## src/verilog/pmw_consts.svh

```systemverilog
/*
 Constants of the power-mode and wake controller: register word offsets,
 field positions, reset values and sequencing times.
 Assumes a 10 MHz system clock and word addressing on the register bus.
*/
`ifndef PMW_CONSTS_SVH
`define PMW_CONSTS_SVH

// Register word offsets
`define PMW_OFS_CTRL       4'h0
`define PMW_OFS_STATUS     4'h1
`define PMW_OFS_WAKE_EN    4'h2
`define PMW_OFS_DOMAIN     4'h3
`define PMW_OFS_OSC        4'h4

// Field positions
`define PMW_CTRL_MODE_LSB  0
`define PMW_CTRL_GO_BIT    3
`define PMW_CTRL_PFO_BIT   4
`define PMW_CTRL_BRO_BIT   5
`define PMW_CTRL_ICACHE_BIT 6
`define PMW_CTRL_NRO_LSB   8
`define PMW_CTRL_RET_LSB   12
`define PMW_STAT_BUSY_BIT  4
`define PMW_STAT_WOKE_BIT  8

// Reset values, the illegal nano select and RAM bank masks
`define PMW_NRO_RST        2'h0
`define PMW_NRO_ILLEGAL    2'h3
`define PMW_RET_RST        4'hf
`define PMW_WAKE_EN_RST    8'hff
`define PMW_COPROC_BANKS   4'hc
`define PMW_LP_RET_BANKS   4'h3

// Sequencing times and derived cycle counts
`define PMW_CLK_PERIOD_NS  100
`define PMW_OSC_SETTLE_NS  2000
`define PMW_DOM_SETTLE_NS  500
`define PMW_SYS_INIT_NS    10000
`define PMW_CYC(ns) (((ns) + `PMW_CLK_PERIOD_NS - 1) / `PMW_CLK_PERIOD_NS)
`define PMW_OSC_SETTLE_CYC `PMW_CYC(`PMW_OSC_SETTLE_NS)
`define PMW_DOM_SETTLE_CYC `PMW_CYC(`PMW_DOM_SETTLE_NS)
`define PMW_SYS_INIT_CYC   `PMW_CYC(`PMW_SYS_INIT_NS)

`endif

```

## src/verilog/pmw_pkg.sv

```systemverilog
/*
 Types of the power-mode and wake controller: states, oscillator enables,
 wake sources and domain controls.
 Uses no constant from pmw_consts.svh; the state codes are given here.
*/
package pmw_pkg;

   typedef enum logic [3:0] {
      PMW_ACTIVE    = 4'h0,
      PMW_SLEEP     = 4'h1,
      PMW_LOWPWR    = 4'h2,
      PMW_MICRO     = 4'h3,
      PMW_STANDBY   = 4'h4,
      PMW_BACKUP    = 4'h5,
      PMW_PWRDOWN   = 4'h6,
      PMW_WAKE_OSC  = 4'h8,
      PMW_WAKE_DOM  = 4'h9,
      PMW_WAKE_INIT = 4'ha
   } pmw_state_e;

   typedef struct packed {
      logic primary_fast_oscillator;
      logic secondary_oscillator;
      logic baud_rate_oscillator;
      logic nano_ring_oscillator;
      logic rtc_crystal_oscillator;
      logic rf_crystal_oscillator;
   } pmw_osc_s;

   typedef struct packed {
      logic       hs_serial;
      logic       timer;
      logic       watchdog;
      logic       wakeup_timer;
      logic [3:0] comparator;
      logic       rtc;
      logic       gpio;
      logic       coprocessor_core;
      logic       lowpower_serial_port_a;
      logic       lowpower_serial_port_b;
      logic       lowpower_timer_b;
      logic       lowpower_timer_c;
      logic       lowpower_watchdog;
   } pmw_wake_s;

   typedef struct packed {
      logic       main_core_clk;
      logic       main_core_retain;
      logic       main_core_pwr;
      logic       coproc_clk;
      logic       coproc_retain;
      logic       coproc_pwr;
      logic       periph_pwr;
      logic       periph_clk;
      logic       periph_retain;
      logic       lp_periph_clk;
      logic       coproc_periph_clk;
      logic       gpio_hold;
      logic       rtc_run;
      logic       dma_en;
      logic       dma_flash;
      logic       flash_en;
      logic       coproc_icache;
      logic       mon_en;
      logic [3:0] ram_pwr;
      logic [3:0] ram_retain;
      logic [3:0] ram_coproc;
   } pmw_dom_s;

endpackage : pmw_pkg

```

## src/verilog/pmw_sync.sv

```systemverilog
/*
 Two-flop synchroniser for a vector of asynchronous inputs.
 Assumes each bit is an independent level.
*/
`timescale 1ns/1ps
module pmw_sync #(
   parameter int WIDTH = 25
) (
   // Clock and reset
   input  wire logic             clock,
   input  wire logic             rst_n,
   // Data
   input  wire logic [WIDTH-1:0] async_in,
   output logic      [WIDTH-1:0] sync_out
);
   logic [WIDTH-1:0] meta_reg;

   always_ff @(posedge clock or negedge rst_n) begin
      if (!rst_n) begin
         meta_reg <= '0;
         sync_out <= '0;
      end else begin
         meta_reg <= async_in;
         sync_out <= meta_reg;
      end
   end
endmodule : pmw_sync

```

## src/verilog/pmw_wakegate.sv

```systemverilog
/*
 Selects which synchronised wake sources may end each low-power state.
 Assumes all inputs are already in the clock domain.
*/
`timescale 1ns/1ps
module pmw_wakegate
   import pmw_pkg::*;
(
   // State
   input  wire pmw_state_e state,
   // Sources
   input  wire pmw_wake_s  src,
   input  wire logic [7:0] periph_irq,
   input  wire logic [7:0] wake_en,
   input  wire logic       pin_low,
   // Result
   output logic            wake
);
   wire any_cmp  = |src.comparator;
   wire lp_set   = src.lowpower_serial_port_a | src.lowpower_serial_port_b
                 | src.lowpower_timer_b | src.lowpower_timer_c
                 | src.lowpower_watchdog;
   wire slow_set = src.rtc | src.wakeup_timer | src.gpio;
   wire w_sleep  = (|(periph_irq & wake_en)) | pin_low;
   wire w_lp     = src.hs_serial | src.timer | src.watchdog | lp_set | any_cmp
                 | slow_set | src.coprocessor_core | pin_low;
   wire w_micro  = any_cmp | lp_set | slow_set | pin_low;
   wire w_stby   = slow_set | src.comparator[0] | pin_low;

   assign wake = (state == PMW_SLEEP)   ? w_sleep :
                 (state == PMW_LOWPWR)  ? w_lp :
                 (state == PMW_MICRO)   ? w_micro :
                 (state == PMW_STANDBY) ? w_stby :
                 (state == PMW_BACKUP)  ? w_stby :
                 (state == PMW_PWRDOWN) ? pin_low : 1'b0;
endmodule : pmw_wakegate

```

## src/verilog/pmw_ctrl.sv

```systemverilog
/*
 Power-mode and wake controller: seven operating states, per-state core,
 RAM, peripheral and oscillator control, wake gating and wake sequencing,
 with an Avalon-MM register slave.
 Assumes a 10 MHz clock, word addressing, and wake sources that may come
 from other clock domains.
*/
`timescale 1ns/1ps
`include "pmw_consts.svh"

module pmw_ctrl
   import pmw_pkg::*;
(
   // Clock and reset
   input  wire logic        clock,
   input  wire logic        rst_n,
   // Avalon-MM slave
   input  wire logic [3:0]  address,
   input  wire logic        read,
   input  wire logic        write,
   input  wire logic [31:0] writedata,
   output logic      [31:0] readdata,
   output logic             waitrequest,
   // Pins and wake sources
   input  wire logic        external_reset_pin_n,
   input  wire pmw_wake_s   wake_src,
   input  wire logic [7:0]  periph_irq,
   // Peripheral activity, same clock
   input  wire logic [7:0]  periph_busy,
   // Controls
   output pmw_osc_s         osc_en,
   output logic [1:0]       nano_freq_sel,
   output pmw_dom_s         dom,
   output logic [7:0]       periph_clk_en,
   output pmw_state_e       state
);
   // Register state
   pmw_state_e  state_reg, state_next;
   pmw_state_e  from_reg, from_next;
   logic [7:0]  cnt_reg, cnt_next;
   logic        ack_reg;
   logic [31:0] readdata_reg;
   logic        pfo_off_reg;
   logic        bro_off_reg;
   logic        icache_reg;
   logic [1:0]  nro_reg;
   logic [3:0]  retain_reg;
   logic [7:0]  wake_en_reg;
   logic        woke_reg, woke_next;
   pmw_osc_s    osc_reg, osc_next;
   pmw_dom_s    dom_reg, dom_next;
   logic [7:0]  pclk_reg, pclk_next;

   // Synchronised inputs
   logic [24:0] sync_q;
   pmw_wake_s   src_s;
   logic [7:0]  irq_s;
   logic        pin_low;
   logic        wake;

   pmw_sync #(
      .WIDTH (25)
   ) u_sync (
      .clock    (clock),
      .rst_n    (rst_n),
      .async_in ({wake_src, periph_irq, ~external_reset_pin_n}),
      .sync_out (sync_q)
   );

   assign src_s   = sync_q[24:9];
   assign irq_s   = sync_q[8:1];
   assign pin_low = sync_q[0];

   pmw_wakegate u_wakegate (
      .state      (state_reg),
      .src        (src_s),
      .periph_irq (irq_s),
      .wake_en    (wake_en_reg),
      .pin_low    (pin_low),
      .wake       (wake)
   );

   // Oscillator enables per state
   function automatic pmw_osc_s osc_of(input pmw_state_e s,
                                       input logic pfo_off,
                                       input logic bro_off);
      pmw_osc_s o;
      o = '0;
      unique case (s)
         PMW_LOWPWR: begin
            o = '1;
            o.primary_fast_oscillator = ~pfo_off;
         end
         PMW_MICRO: begin
            o.baud_rate_oscillator   = ~bro_off;
            o.rtc_crystal_oscillator = 1'b1;
            o.nano_ring_oscillator   = 1'b1;
         end
         PMW_STANDBY: begin
            o.rtc_crystal_oscillator = 1'b1;
            o.nano_ring_oscillator   = 1'b1;
         end
         PMW_BACKUP: begin
            o.rtc_crystal_oscillator = 1'b1;
         end
         PMW_PWRDOWN: begin
            o = '0;
         end
         default: begin
            o = '1;
         end
      endcase
      return o;
   endfunction : osc_of

   // Domain controls per state
   function automatic pmw_dom_s dom_of(input pmw_state_e s,
                                       input logic icache,
                                       input logic [3:0] retain);
      pmw_dom_s d;
      d = '0;
      d.mon_en  = 1'b1;
      d.rtc_run = (s != PMW_PWRDOWN);
      unique case (s)
         PMW_ACTIVE, PMW_SLEEP: begin
            d.main_core_pwr = 1'b1;
            d.coproc_pwr    = 1'b1;
            d.periph_pwr    = 1'b1;
            d.periph_clk    = 1'b1;
            d.dma_en        = 1'b1;
            d.dma_flash     = 1'b1;
            d.flash_en      = 1'b1;
            d.ram_pwr       = 4'hf;
            if (s == PMW_ACTIVE) begin
               d.main_core_clk = 1'b1;
               d.coproc_clk    = 1'b1;
               d.coproc_icache = icache;
               d.ram_coproc    = `PMW_COPROC_BANKS;
            end
         end
         PMW_LOWPWR: begin
            d.main_core_pwr     = 1'b1;
            d.main_core_retain  = 1'b1;
            d.coproc_clk        = 1'b1;
            d.coproc_pwr        = 1'b1;
            d.periph_pwr        = 1'b1;
            d.coproc_periph_clk = 1'b1;
            d.coproc_icache     = icache;
            d.ram_pwr           = `PMW_COPROC_BANKS;
            d.ram_retain        = `PMW_LP_RET_BANKS;
            d.ram_coproc        = `PMW_COPROC_BANKS;
            d.dma_en            = 1'b1;
            d.dma_flash         = 1'b1;
            d.flash_en          = 1'b1;
         end
         PMW_MICRO, PMW_STANDBY: begin
            d.main_core_pwr    = 1'b1;
            d.main_core_retain = 1'b1;
            d.coproc_pwr       = 1'b1;
            d.coproc_retain    = 1'b1;
            d.periph_pwr       = 1'b1;
            d.periph_retain    = 1'b1;
            d.lp_periph_clk    = (s == PMW_MICRO);
            d.gpio_hold        = 1'b1;
            d.ram_retain       = 4'hf;
         end
         PMW_BACKUP: begin
            d.gpio_hold  = 1'b1;
            d.ram_retain = retain;
         end
         PMW_PWRDOWN: begin
            d.rtc_run = 1'b0;
         end
         default: begin
            d.main_core_pwr = 1'b1;
            d.coproc_pwr    = 1'b1;
            d.periph_pwr    = 1'b1;
            d.periph_clk    = 1'b1;
            d.gpio_hold     = 1'b1;
            d.flash_en      = 1'b1;
            d.ram_pwr       = 4'hf;
         end
      endcase
      return d;
   endfunction : dom_of

   // Bus decode
   wire       req      = read | write;
   wire       wr_fire  = write & ack_reg;
   wire       wr_ctrl  = wr_fire & (address == `PMW_OFS_CTRL);
   wire       wr_stat  = wr_fire & (address == `PMW_OFS_STATUS);
   wire       wr_wken  = wr_fire & (address == `PMW_OFS_WAKE_EN);
   wire [2:0] req_mode = writedata[`PMW_CTRL_MODE_LSB +: 3];
   wire       go       = wr_ctrl & writedata[`PMW_CTRL_GO_BIT]
                       & (req_mode != 3'h0) & (req_mode != 3'h7);
   wire [1:0] nro_w    = writedata[`PMW_CTRL_NRO_LSB +: 2];
   wire       pfo_eff  = wr_ctrl ? writedata[`PMW_CTRL_PFO_BIT] : pfo_off_reg;
   wire       bro_eff  = wr_ctrl ? writedata[`PMW_CTRL_BRO_BIT] : bro_off_reg;
   wire       ic_eff   = wr_ctrl ? writedata[`PMW_CTRL_ICACHE_BIT] : icache_reg;
   wire [3:0] ret_eff  = wr_ctrl ? writedata[`PMW_CTRL_RET_LSB +: 4] : retain_reg;
   wire [1:0] nro_eff  = (wr_ctrl && (nro_w != `PMW_NRO_ILLEGAL)) ? nro_w : nro_reg;
   wire       woke_clr = wr_stat & writedata[`PMW_STAT_WOKE_BIT];
   wire       busy     = state_reg[3];

   wire [31:0] rd_ctrl = {16'h0, retain_reg, 2'h0, nro_reg, 1'b0, icache_reg,
                          bro_off_reg, pfo_off_reg, 4'h0};
   wire [31:0] rd_stat = {23'h0, woke_reg, 3'h0, busy, state_reg};
   wire [31:0] rd_mux  =
      (address == `PMW_OFS_CTRL)    ? rd_ctrl :
      (address == `PMW_OFS_STATUS)  ? rd_stat :
      (address == `PMW_OFS_WAKE_EN) ? {24'h0, wake_en_reg} :
      (address == `PMW_OFS_DOMAIN)  ? {2'h0, dom_reg} :
      (address == `PMW_OFS_OSC)     ? {26'h0, osc_reg} : 32'h0;
   assign waitrequest = req & ~ack_reg;

   // Sequencer
   wire cnt_done = (cnt_reg == 8'h0);
   always_comb begin
      state_next = state_reg;
      from_next  = from_reg;
      cnt_next   = cnt_done ? 8'h0 : cnt_reg - 8'h1;
      woke_next  = woke_reg & ~woke_clr;
      unique case (state_reg)
         PMW_ACTIVE: begin
            if (go) begin
               state_next = pmw_state_e'({1'b0, req_mode});
            end
         end
         PMW_SLEEP: begin
            if (wake) begin
               state_next = PMW_ACTIVE;
               woke_next  = 1'b1;
            end
         end
         PMW_LOWPWR, PMW_MICRO, PMW_STANDBY, PMW_BACKUP, PMW_PWRDOWN: begin
            if (wake) begin
               state_next = PMW_WAKE_OSC;
               from_next  = state_reg;
               cnt_next   = 8'(`PMW_OSC_SETTLE_CYC);
               woke_next  = 1'b1;
            end
         end
         PMW_WAKE_OSC: begin
            if (cnt_done) begin
               state_next = PMW_WAKE_DOM;
               cnt_next   = 8'(`PMW_DOM_SETTLE_CYC);
            end
         end
         PMW_WAKE_DOM: begin
            if (cnt_done) begin
               if ((from_reg == PMW_BACKUP) || (from_reg == PMW_PWRDOWN)) begin
                  state_next = PMW_WAKE_INIT;
                  cnt_next   = 8'(`PMW_SYS_INIT_CYC);
               end else begin
                  state_next = PMW_ACTIVE;
               end
            end
         end
         PMW_WAKE_INIT: begin
            if (cnt_done) begin
               state_next = PMW_ACTIVE;
            end
         end
         default: begin
            state_next = PMW_ACTIVE;
         end
      endcase
   end

   // Output controls
   assign osc_next = osc_of(state_next, pfo_eff, bro_eff);
   assign dom_next = (state_next == PMW_WAKE_OSC)
                   ? dom_of(from_next, ic_eff, ret_eff)
                   : dom_of(state_next, ic_eff, ret_eff);
   assign pclk_next = (state_next == PMW_SLEEP) ? 8'hff :
                      ((state_next == PMW_ACTIVE) ||
                       (state_next == PMW_LOWPWR)) ? periph_busy : 8'h0;

   always_ff @(posedge clock or negedge rst_n) begin
      if (!rst_n) begin
         state_reg <= PMW_ACTIVE;
         from_reg  <= PMW_ACTIVE;
         cnt_reg   <= 8'h0;
         woke_reg  <= 1'b0;
         osc_reg   <= '1;
         dom_reg   <= '0;
         pclk_reg  <= 8'h0;
      end else begin
         state_reg <= state_next;
         from_reg  <= from_next;
         cnt_reg   <= cnt_next;
         woke_reg  <= woke_next;
         osc_reg   <= osc_next;
         dom_reg   <= dom_next;
         pclk_reg  <= pclk_next;
      end
   end

   // Bus handshake and read data
   always_ff @(posedge clock or negedge rst_n) begin
      if (!rst_n) begin
         ack_reg      <= 1'b0;
         readdata_reg <= 32'h0;
      end else begin
         ack_reg <= req & ~ack_reg;
         if (read & ~ack_reg) begin
            readdata_reg <= rd_mux;
         end
      end
   end

   // Configuration registers
   always_ff @(posedge clock or negedge rst_n) begin
      if (!rst_n) begin
         pfo_off_reg <= 1'b0;
         bro_off_reg <= 1'b0;
         icache_reg  <= 1'b0;
         nro_reg     <= `PMW_NRO_RST;
         retain_reg  <= `PMW_RET_RST;
         wake_en_reg <= `PMW_WAKE_EN_RST;
      end else begin
         pfo_off_reg <= pfo_eff;
         bro_off_reg <= bro_eff;
         icache_reg  <= ic_eff;
         retain_reg  <= ret_eff;
         nro_reg     <= nro_eff;
         if (wr_wken) begin
            wake_en_reg <= writedata[7:0];
         end
      end
   end

   assign readdata      = readdata_reg;
   assign osc_en        = osc_reg;
   assign nano_freq_sel = nro_reg;
   assign dom           = dom_reg;
   assign periph_clk_en = pclk_reg;
   assign state         = state_reg;
endmodule : pmw_ctrl

```

## config.mk

```make
export PLATFORM = sky130hd
export DESIGN_NAME = pmw_ctrl
export DESIGN_NICKNAME = d
export VERILOG_FILES = /design/src/verilog/pmw_pkg.sv /design/src/verilog/pmw_sync.sv /design/src/verilog/pmw_wakegate.sv /design/src/verilog/pmw_ctrl.sv
export VERILOG_INCLUDE_DIRS = /design/src /design/src/verilog
export SDC_FILE = /design/constraint.sdc
export NUM_CORES = 1
export LEC_CHECK = 0
export BUFFER_PORTS_ARGS = -buffer_cell sky130_fd_sc_hd__buf_2
export CAP_MARGIN = 20
export CELL_PAD_IN_SITES_DETAIL_PLACEMENT = 2
export CELL_PAD_IN_SITES_GLOBAL_PLACEMENT = 2
export CORE_MARGIN = 3
export CORE_UTILIZATION = 36
export CTS_CLUSTER_DIAMETER = 50
export DETAILED_ROUTE_END_ITERATION = 8
export PLACE_DENSITY = 0.87
export SETUP_SLACK_MARGIN = 0.3
export SYNTH_ARGS = -nofsm -noshare
export SYNTH_HDL_FRONTEND = slang
export SYNTH_HIERARCHICAL = 1
export SYNTH_SLANG_ARGS = --single-unit
```

## constraint.sdc

```tcl
create_clock -name clock -period 7.3 [get_ports clock]
set_input_delay 0.73 -clock clock [delete_from_list [all_inputs] [get_ports clock]]
set_output_delay 0.73 -clock clock [all_outputs]
set_load 0.02 [all_outputs]
```

---- Yosys cells after proc, flatten, opt, wreduce, memory -nomap -nowiden ----
Cells that the tools add are included.
storage, ports and cells
  flip-flop bits (word level) ............. 161
  latch bits .............................. 0
  memory bits (writable) .................. 0
  bits in read-only memories .............. 0
  bits of input ports ..................... 73
  output and inout port bits .............. 83
  logic and storage cells ................. 221
  memories ................................ 0
operators by class
  add/sub/neg operators ................... 1
  multiply operators ...................... 0
  divide/modulo/power cells ............... 0
  order comparisons ....................... 0
  eq/ne operators ......................... 32
  shifts and indexed selects .............. 0
  mux-type cells .......................... 79
  bitwise logic cells ..................... 37
  reductions and logical operators ........ 30
operators with widths
  kind                                            number
  2-to-1 mux 30 bit                               5
  2-to-1 mux 8 bit                                7
  == test 4 x 3 -> 1 bit (second input constant)  12
  2-to-1 mux 4 bit                                12
  2-to-1 mux 1 bit                                34
  == test 4 x 2 -> 1 bit (second input constant)  8
  case mux 4 bit (2 select lines)                 4
  case mux 4 bit (3 select lines)                 2
  case mux 4 bit (6 select lines)                 1
  case mux 8 bit (3 select lines)                 1
  bitwise OR 1 bit                                20
  OR reduction 4 bit                              5
  == test 4 x 1 -> 1 bit (second input constant)  4
  == test 4 bit (second input constant)           4
  zero test 4 bit                                 4
  OR reduction 3 bit                              5
  OR reduction 5 bit                              3
  2-to-1 mux 2 bit                                6
  OR reduction 2 bit                              6
  AND 1 bit                                       11
  case mux 1 bit (2 select lines)                 5
  AND 8 bit                                       1
  zero test 8 bit                                 1
  != test 4 x 3 -> 1 bit (second input constant)  2
  other kinds (11)                                16

---- Depth between registers and ports, before layout ----
Gate-level depths: netlist of the first run.
  depth in word-level cells ............... 17
  mapped depth ............................ 13
  mapped depth without buffers ............ 12

---- By module ----
Netlist of the first run, hierarchy kept.
by module, submodules not included
  module        instances  cells each  area each (um^2)  seq. area each (um^2)
  pmw_ctrl      1          493         4683.2            2399.8
  pmw_sync      1          50          1251.2            1251.2
  pmw_wakegate  1          18          120.1             0.0

---- Least setup slack after synthesis of the first run ----
Ideal clock, no wire load.
  path kind ............................... reg-to-reg
  start point ............................. register state_reg[0] (netlist: state[0])
  end point ............................... register dom_reg (netlist bit dom[18])
  data arrival time ....................... 2.748 ns
  data required time ...................... 7.168 ns
  slack ................................... 4.419 ns
  stages on the path, launching flop included .. 14
  path buffers ............................ 2
  clock period less this slack ............ 2.881 ns
  cells stage by stage .................... dfrtp_1 -> nand2b_1 -> a311oi_1 -> o41ai_1 -> a21oi_1 -> nand2b_1 -> or3_4 -> buf_6 -> and4_4 -> buf_6 -> clkinv_4 -> nand3_2 -> a2111oi_1 -> nor2_1
RTL lines
  element                 line             source
  start, declared         pmw_ctrl.sv:38   pmw_state_e state_reg, state_next;
  start signal, assigned  pmw_ctrl.sv:289  state_reg <= state_next;
  end signal, assigned    pmw_ctrl.sv:294  dom_reg <= dom_next;
  end, declared           pmw_ctrl.sv:51   pmw_dom_s dom_reg, dom_next;

---- Worst setup path after layout of the first run ----
  start point ............................. register state_reg[2] (netlist: state[2])
  end point ............................... register dom_reg (netlist bit dom[16])
on the way
  cells in the longest elaborated chain, start to end .. 13
  elaborated cells on any way between the ends .. 38
  classes of those cells .................. 14 x eq/ne; 18 x mux; 6 x reduce/logical
ends and longest elaborated chain
  element                                                                     line                              source
  == test 4 x 3 -> 1 bit                                                      pmw_wakegate.sv:35                (state == PMW_PWRDOWN) ? pin_low : 1'b0;
  2-to-1 mux 1 bit                                                            pmw_wakegate.sv:35
  2-to-1 mux 1 bit                                                            pmw_wakegate.sv:34                (state == PMW_BACKUP) ? w_stby :
  2-to-1 mux 1 bit                                                            pmw_wakegate.sv:33                (state == PMW_STANDBY) ? w_stby :
  2-to-1 mux 1 bit                                                            pmw_wakegate.sv:32                (state == PMW_MICRO) ? w_micro :
  2-to-1 mux 1 bit                                                            pmw_wakegate.sv:31                (state == PMW_LOWPWR) ? w_lp :
  2-to-1 mux 1 bit (*)                                                        pmw_wakegate.sv:30                assign wake = (state == PMW_SLEEP) ? w_sleep :
  via wake                                                                    pmw_ctrl.sv:59                    logic wake;
  2-to-1 mux 4 bit, on equally long branches                                  pmw_ctrl.sv:236, pmw_ctrl.sv:230
  case mux 4 bit (6 select lines) / 2-to-1 mux 4 bit (equally long branches)  pmw_ctrl.sv:223                   unique case (state_reg)
  == test 4 x 1 -> 1 bit, or another cell as far along                        pmw_ctrl.sv:124                   unique case (s)
  OR reduction 3 bit (no source line)                                         --
  2-to-1 mux 2 bit                                                            pmw_ctrl.sv:124
  2-to-1 mux 30 bit (*)                                                       pmw_ctrl.sv:273                   ? dom_of(from_next, ic_eff, ret_eff)
Mark *: on every way through the listed nets, which the timed path passes. The rest lies on a longest branch.
A chain may end at the register's enable or synchronous reset.

==> results.cfg, run 1 <==
[outcome]
outcome = finished, final reports clean

[die]
die_width_um = 136
fp.dieH_um = 136
dieArea_um2 = 18400
ios = 156
core-area_um2 = 16200
fp-row-count = 46
start_util = 0.374

[grt]
grt_overflow = 0
antenna_found_initial = 0
grt_pass1_wl_um = 33300
grt_max_degree = 92
groute.usage.overall = 0.238
grt_pass1_vias = 5576

[timing]
hold_violations = 0
slew_violations = 0
skew_ps = 8.57
rsz0062_at_grt = no
setup_tns_ps = 0
period_minus_slack_ps = 4490
final_min_period_over_clock_period = 0.615
fmax_mhz = 223
hold_ws_ps = 350
slew_headroom = 0.422
max_slew.worst_pin.slew_ps = 861
setup_viol = 0

[pwr]
p_per_area_nw_per_um2 = 340
switching_share = 0.341
p_int_mw = 1.66
cellLeakagePower_nw = 3.46
p_sw_mw = 0.858
p_comb_frac = 0.226
ir_worst_vdd_uv = 183
p_seq_frac = 0.414
p_clk_frac = 0.359

[worst_setup_path]
cp_slowest_cell = dfrtp_1
end_kind = flop
startpoint_type = flop
cp.required_ps = 7600
path_max_fanout = 23
worstSetupPathType = flop to flop
regToRegSetupSlack_ps = 2810
critPathMaxStageDelay_ps = 850
path_cells = nor3_1 -> a311oi_1 -> o41ai_1 -> a21oi_1 -> nor2_1 -> and3_1 -> a31oi_1 -> and2_1 -> inv_1 -> nand2_1 -> nand2_1 -> o32ai_1
crit_arrival_ps = 4790
path_common_cell = nand2_1
ff2ff_path_depth = 12
r2r_start = state[2]
reg2reg_to = dom[16]

[synth]
synth_edf_count = 0
synthTopCellsByCount = dfrtp_1 (127), nand2_1 (89), o21ai_0 (42), nor2_1 (38), a21oi_1 (33)
synthCells = 561
synth.most_common_cell = dfrtp_1
postSynth.asyncResetShare = 1.00
ys_seq_elements = 145
yosysSeqAreaShare = 0.603
synth_top_area_frac = 0.525
ys_types = 68
ys.flop_type = dfrtp_1
syn_area_per_cell_um2 = 10.8
yosys.area.top_type = dfrtp_1
yosysWarnings = 6
synthesis.area_um2 = 6050
synthTopCellsByArea = dfrtp_1 (52%), dfstp_2 (7.8%), nand2_1 (5.5%), o21ai_0 (3.5%), a21oi_1 (2.7%)

[layout]
drive_above_1_share = 0.310
largest_reg_flops = 26
n_fill_cell = 1698
nets = 754
syn2layout_area_growth_pct = 22.3
ff_latch_area_um2 = 3650
antenna_cells = 0
multiInputGateArea_um2 = 2100

[job]
cap_viol_max_count = 0

[min_path]
hold_path_end = u_sync/sync_out[13]
min_path_cells = 0
min_from = u_sync/meta_reg[13]
hold_path_class = flop to flop

[cts]
post_cts_resized = 0
clockRootBuffer = clkbuf_16
hold_buffers = 0
cts_buffers = 17
clkTransAtPathRegs_ps = 60
cts_sinks = 145
cts_tree = done
post_cts_buffers = 0
cts_max_path_buffers = 2
cts.htree.levels = 4
clock_latency_ps = 430

[drt]
drc_errors = 0
drtAntennaViolNets = 0
drt-initial-drc-count = 258
wl_per_cell_um = 22.9
via_count = 4966
via_per_inst = 5.46
dr.pass1.iters = 5
wl_um = 20800

[place]
port_buffers = 133
place_congestion = 0.833
hpwl_um = 13800
==> layer usage <==
layer  wire, µm  track usage
met1       8370        0.289
met2      10700        0.410
met3       1220       0.0509
met4        549        0.100
met5          0            0
==> worst max-delay path: cells and delay by family (launching register included) <==
family,cells,cell delay [ps]
simple gates,6,1770
compound gates,5,1350
flops,1,850
buf+inv,1,390
==> area by class of cell <==
cell class              instances  area share
clock inverters                12      0.0211
well taps                     216      0.0365
multi-input cells             362       0.284
flip-flops and latches        145       0.493
inverters                      15     0.00828
repair buffers                139      0.0973
clock buffers                  20      0.0603
==> power by group through the flow <==
stage / logic (mW) / registers, mW / clock network, mW
after global placement: 0.509 / 1.04 / 0
after floorplan: 0.314 / 1.07 / 0
final: 0.569 / 1.04 / 0.904
after CTS: 0.571 / 1.04 / 0.916
after global routing: 0.620 / 1.06 / 0.956
after detailed placement: 0.543 / 1.05 / 0
==> logic make-up after synthesis <==
| logic type | count (synthesis) | share of synthesized area |
|---|---|---|
| DFF | 145 | 0.603 |
| and+or+nand+nor | 201 | 0.163 |
| buffers and inverters | 57 | 0.0527 |
| AOI/OAI and AO/OA | 130 | 0.135 |
| muxes | 20 | 0.0358 |
| other | 2 | 0.00124 |
| adders and majority gates | 1 | 0.00207 |
| xor gates and xnor gates | 5 | 0.00723 |
==> worst max path at each step <==
stage / startpoint / endpoint / slack (ps) / depth (start not counted)
after CTS: state[2] / dom[5] / 2430 / 11
after detailed placement: state[2] / dom[5] / 2800 / 11
after global routing: state[2] / dom[16] / 2540 / 12
after floorplan: state[0] / dom[18] / 4420 / 13
after global placement: state[2] / dom[5] / 3110 / 11
final: state[2] / dom[16] / 2810 / 12
==> cell usage in the layout, fill, tap and decap left out, types with 5 or more instances in the layout <==
cell type  count
buf_4          5
a22oi_1       10
mux2_2        13
dfstp_2       18
nor2b_1        5
dfrtp_1      127
nor4_1         8
nand2_1       89
mux2i_1        7
o21ai_0       42
o31ai_1        6
nand2b_1       9
inv_1         13
a21oi_1       33
a31oi_1        6
nor2_1        38
conb_1         5
and2_1         5
nor3_1        11
clkbuf_16     17
buf_2        132
==> through the flow <==
stage / instance area (µm²) / power [mW] / setup slack, ps / std cells / utilization
final: 7410 / 2.52 / 2810 / 909 / 0.458
after global routing: 7410 / 2.63 / 2540 / 909 / 0.458
after CTS: 7390 / 2.53 / 2430 / 907 / 0.457
after detailed placement: 6790 / 1.59 / 2800 / 875 / 0.420
after global placement: 6790 / 1.54 / 3110 / 875 / 0.420
after floorplan: 6070 / 1.38 / 4420 / 564 / -
Note: power is estimated with default switching activity, not from simulation.
==> run 2: changes to the inputs <==
CORE_UTILIZATION = 33   (was 36)
PLACE_DENSITY = 0.81   (was 0.87)
clock period = 4.26 ns   (was 7.3 ns; I/O delays follow)
==> run 2 against run 1 <==
Effect of this change: non-clock buffer count grew 8; sequential power grew 69%; sequential cell count is the same; utilization shrank 3.5 points; worst hold slack lost 250 ps; clock skew grew 3.1 ps; power grew 65%.
==> results.cfg, run 2 (synthesized netlist as in run 1, its figures left out) <==
[outcome]
outcome = finished, final reports clean

[drt]
wl_per_cell_um = 21.0
via_count = 4845
wl_um = 19400
drt-initial-drc-count = 188
drc_errors = 0
dr.pass1.iters = 4
via_per_inst = 5.23
drtAntennaViolNets = 0

[pwr]
p_per_area_nw_per_um2 = 559
ir_worst_vdd_uv = 291
cellLeakagePower_nw = 3.48

[layout]
mostFrequentLayoutCells = buf_2 (132), dfrtp_1 (127), nand2_1 (89), o21ai_0 (42), nor2_1 (38)
nets = 762
syn2layout_area_growth_pct = 22.9
instances_no_fill = 926
antenna_cells = 0
mostFrequentLayoutCell = buf_2
drive_above_1_share = 0.320
stdcell_area_um2 = 7440
postLayoutCoreUtil = 0.423
largest_reg_flops = 26

[place]
place_congestion = 0.867
placed_cells = 892
hpwl_um = 13800
post_dp_cell_area_um2 = 6860
port_buffers = 133

[worst_setup_path]
crit_end = dom[5]
cp_top_family = compound AO/OA/AOI/OAI gates
regToRegSetupSlack_ps = 760
cp-startpoint = state[3]
worst-path-buf-inv = 2
path_cells = a311oi_1 -> o41ai_1 -> a21oi_1 -> nor2_1 -> and3_1 -> a31oi_1 -> and2_1 -> buf_4 -> inv_1 -> nor4_1 -> a21oi_1 -> a21oi_1
r2r_start = state[3]
cp.required_ps = 4610
crit_arrival_ps = 3840
cp_slowest_cell = dfrtp_1
reg2reg_to = dom[5]
worstSetupPathType = flop to flop
ff2ff_path_depth = 12
path_common_cell = a21oi_1
critPathMaxStageDelay_ps = 560
crit_cells = 12
startpoint_type = flop
path_max_fanout = 13
end_kind = flop

[grt]
grt_pass1_vias = 5460
grt_pass1_wl_um = 31600
antenna_found_initial = 1
grt_overflow = 0
groute.usage.overall = 0.203
grt_max_degree = 61

[timing]
slew_headroom = 0.518
max_slew.worst_pin.slew_ps = 719
setup_tns_ps = 0
rsz0062_at_grt = no
final_min_period_over_clock_period = 0.821
skew_ps = 11.7
hold_violations = 0
period_minus_slack_ps = 3500
setup_viol = 0
slew_violations = 0
fmax_mhz = 286
hold_ws_ps = 97.8

[cts]
post_cts_resized = 0
clkTransAtPathRegs_ps = 70
hold_buffers = 1
cts_tree = done
cts_sinks = 145
cts_buffers = 17
clockRootBuffer = clkbuf_16
clock_latency_ps = 430
cts_max_path_buffers = 2
post_cts_buffers = 0
cts.htree.levels = 4

[die]
core-area_um2 = 17600
ios = 156
die_width_um = 141
start_util = 0.344
fp.dieH_um = 141
dieArea_um2 = 20000
fp-row-count = 48

[min_path]
hold_path_class = primary input to flop

[job]
cap_viol_max_count = 0
-- run 2: cell count changes in the layout (fill, tap and decap cells not counted) --
cell | before | now
bufinv_16 | 3 | 0
clkinv_2 | 2 | 1
inv_8 | 0 | 3
dlygate4sd3_1 | 0 | 1
clkbuf_1 | 2 | 0
buf_4 | 5 | 12
inv_6 | 2 | 5
-- run 2: worst min-delay path by stage --
stage / cells after the start / startpoint / slack (ps) / endpoint
5_1_grt: 1 / wake_src[5] / 80 / u_sync/meta_reg[14]
2_1_floorplan: 0 / rst_n / 130 / ack_reg
3_5_place_dp: 0 / u_sync/meta_reg[2] / 340 / u_sync/sync_out[2]
3_3_place_gp: 0 / u_sync/meta_reg[2] / 330 / u_sync/sync_out[2]
4_1_cts: 1 / wake_src[5] / 80 / u_sync/meta_reg[14]
6_report: 1 / wake_src[6] / 100 / u_sync/meta_reg[15]
-- run 2: cell type report --
class | count | area, µm²
clock buffers | 18 | 439
clock inverters | 14 | 121
fillers | 1898 | 10200
inverters | 15 | 61.3
multi-input cells | 362 | 2100
flip-flops and latches | 145 | 3650
well taps | 225 | 282
repair buffers | 147 | 783
-- run 2: per-stage QoR --
step,power [mW],worst slack [ps]
finish,4.16,762
detailed placement,2.73,898
global placement,2.66,1080
global route,4.38,376
floorplan,2.37,1380
CTS,4.20,766
-- run 2: power breakdown --
| group | internal, mW | switching [mW] |
|---|---|---|
| Clock | 0.780 | 0.654 |
| Sequential | 1.59 | 0.173 |
| Combinational | 0.323 | 0.639 |
-- run 2: worst register-to-register path, stage by stage (launching register included) --
cell and delay (ps):
dfrtp_1 560, a311oi_1 310, o41ai_1 140, a21oi_1 380, nor2_1 130, and3_1 200
a31oi_1 240, and2_1 170, buf_4 190, inv_1 240, nor4_1 470, a21oi_1 190
a21oi_1 200
-- run 2: layer usage --
layer	vias to the layer above	track usage	share of wire
met5	-	0	0.00067
met3	22	0.0475	0.053
met2	143	0.351	0.51
li1	2191	-	-
met4	2	0.0525	0.013
met1	2487	0.257	0.43
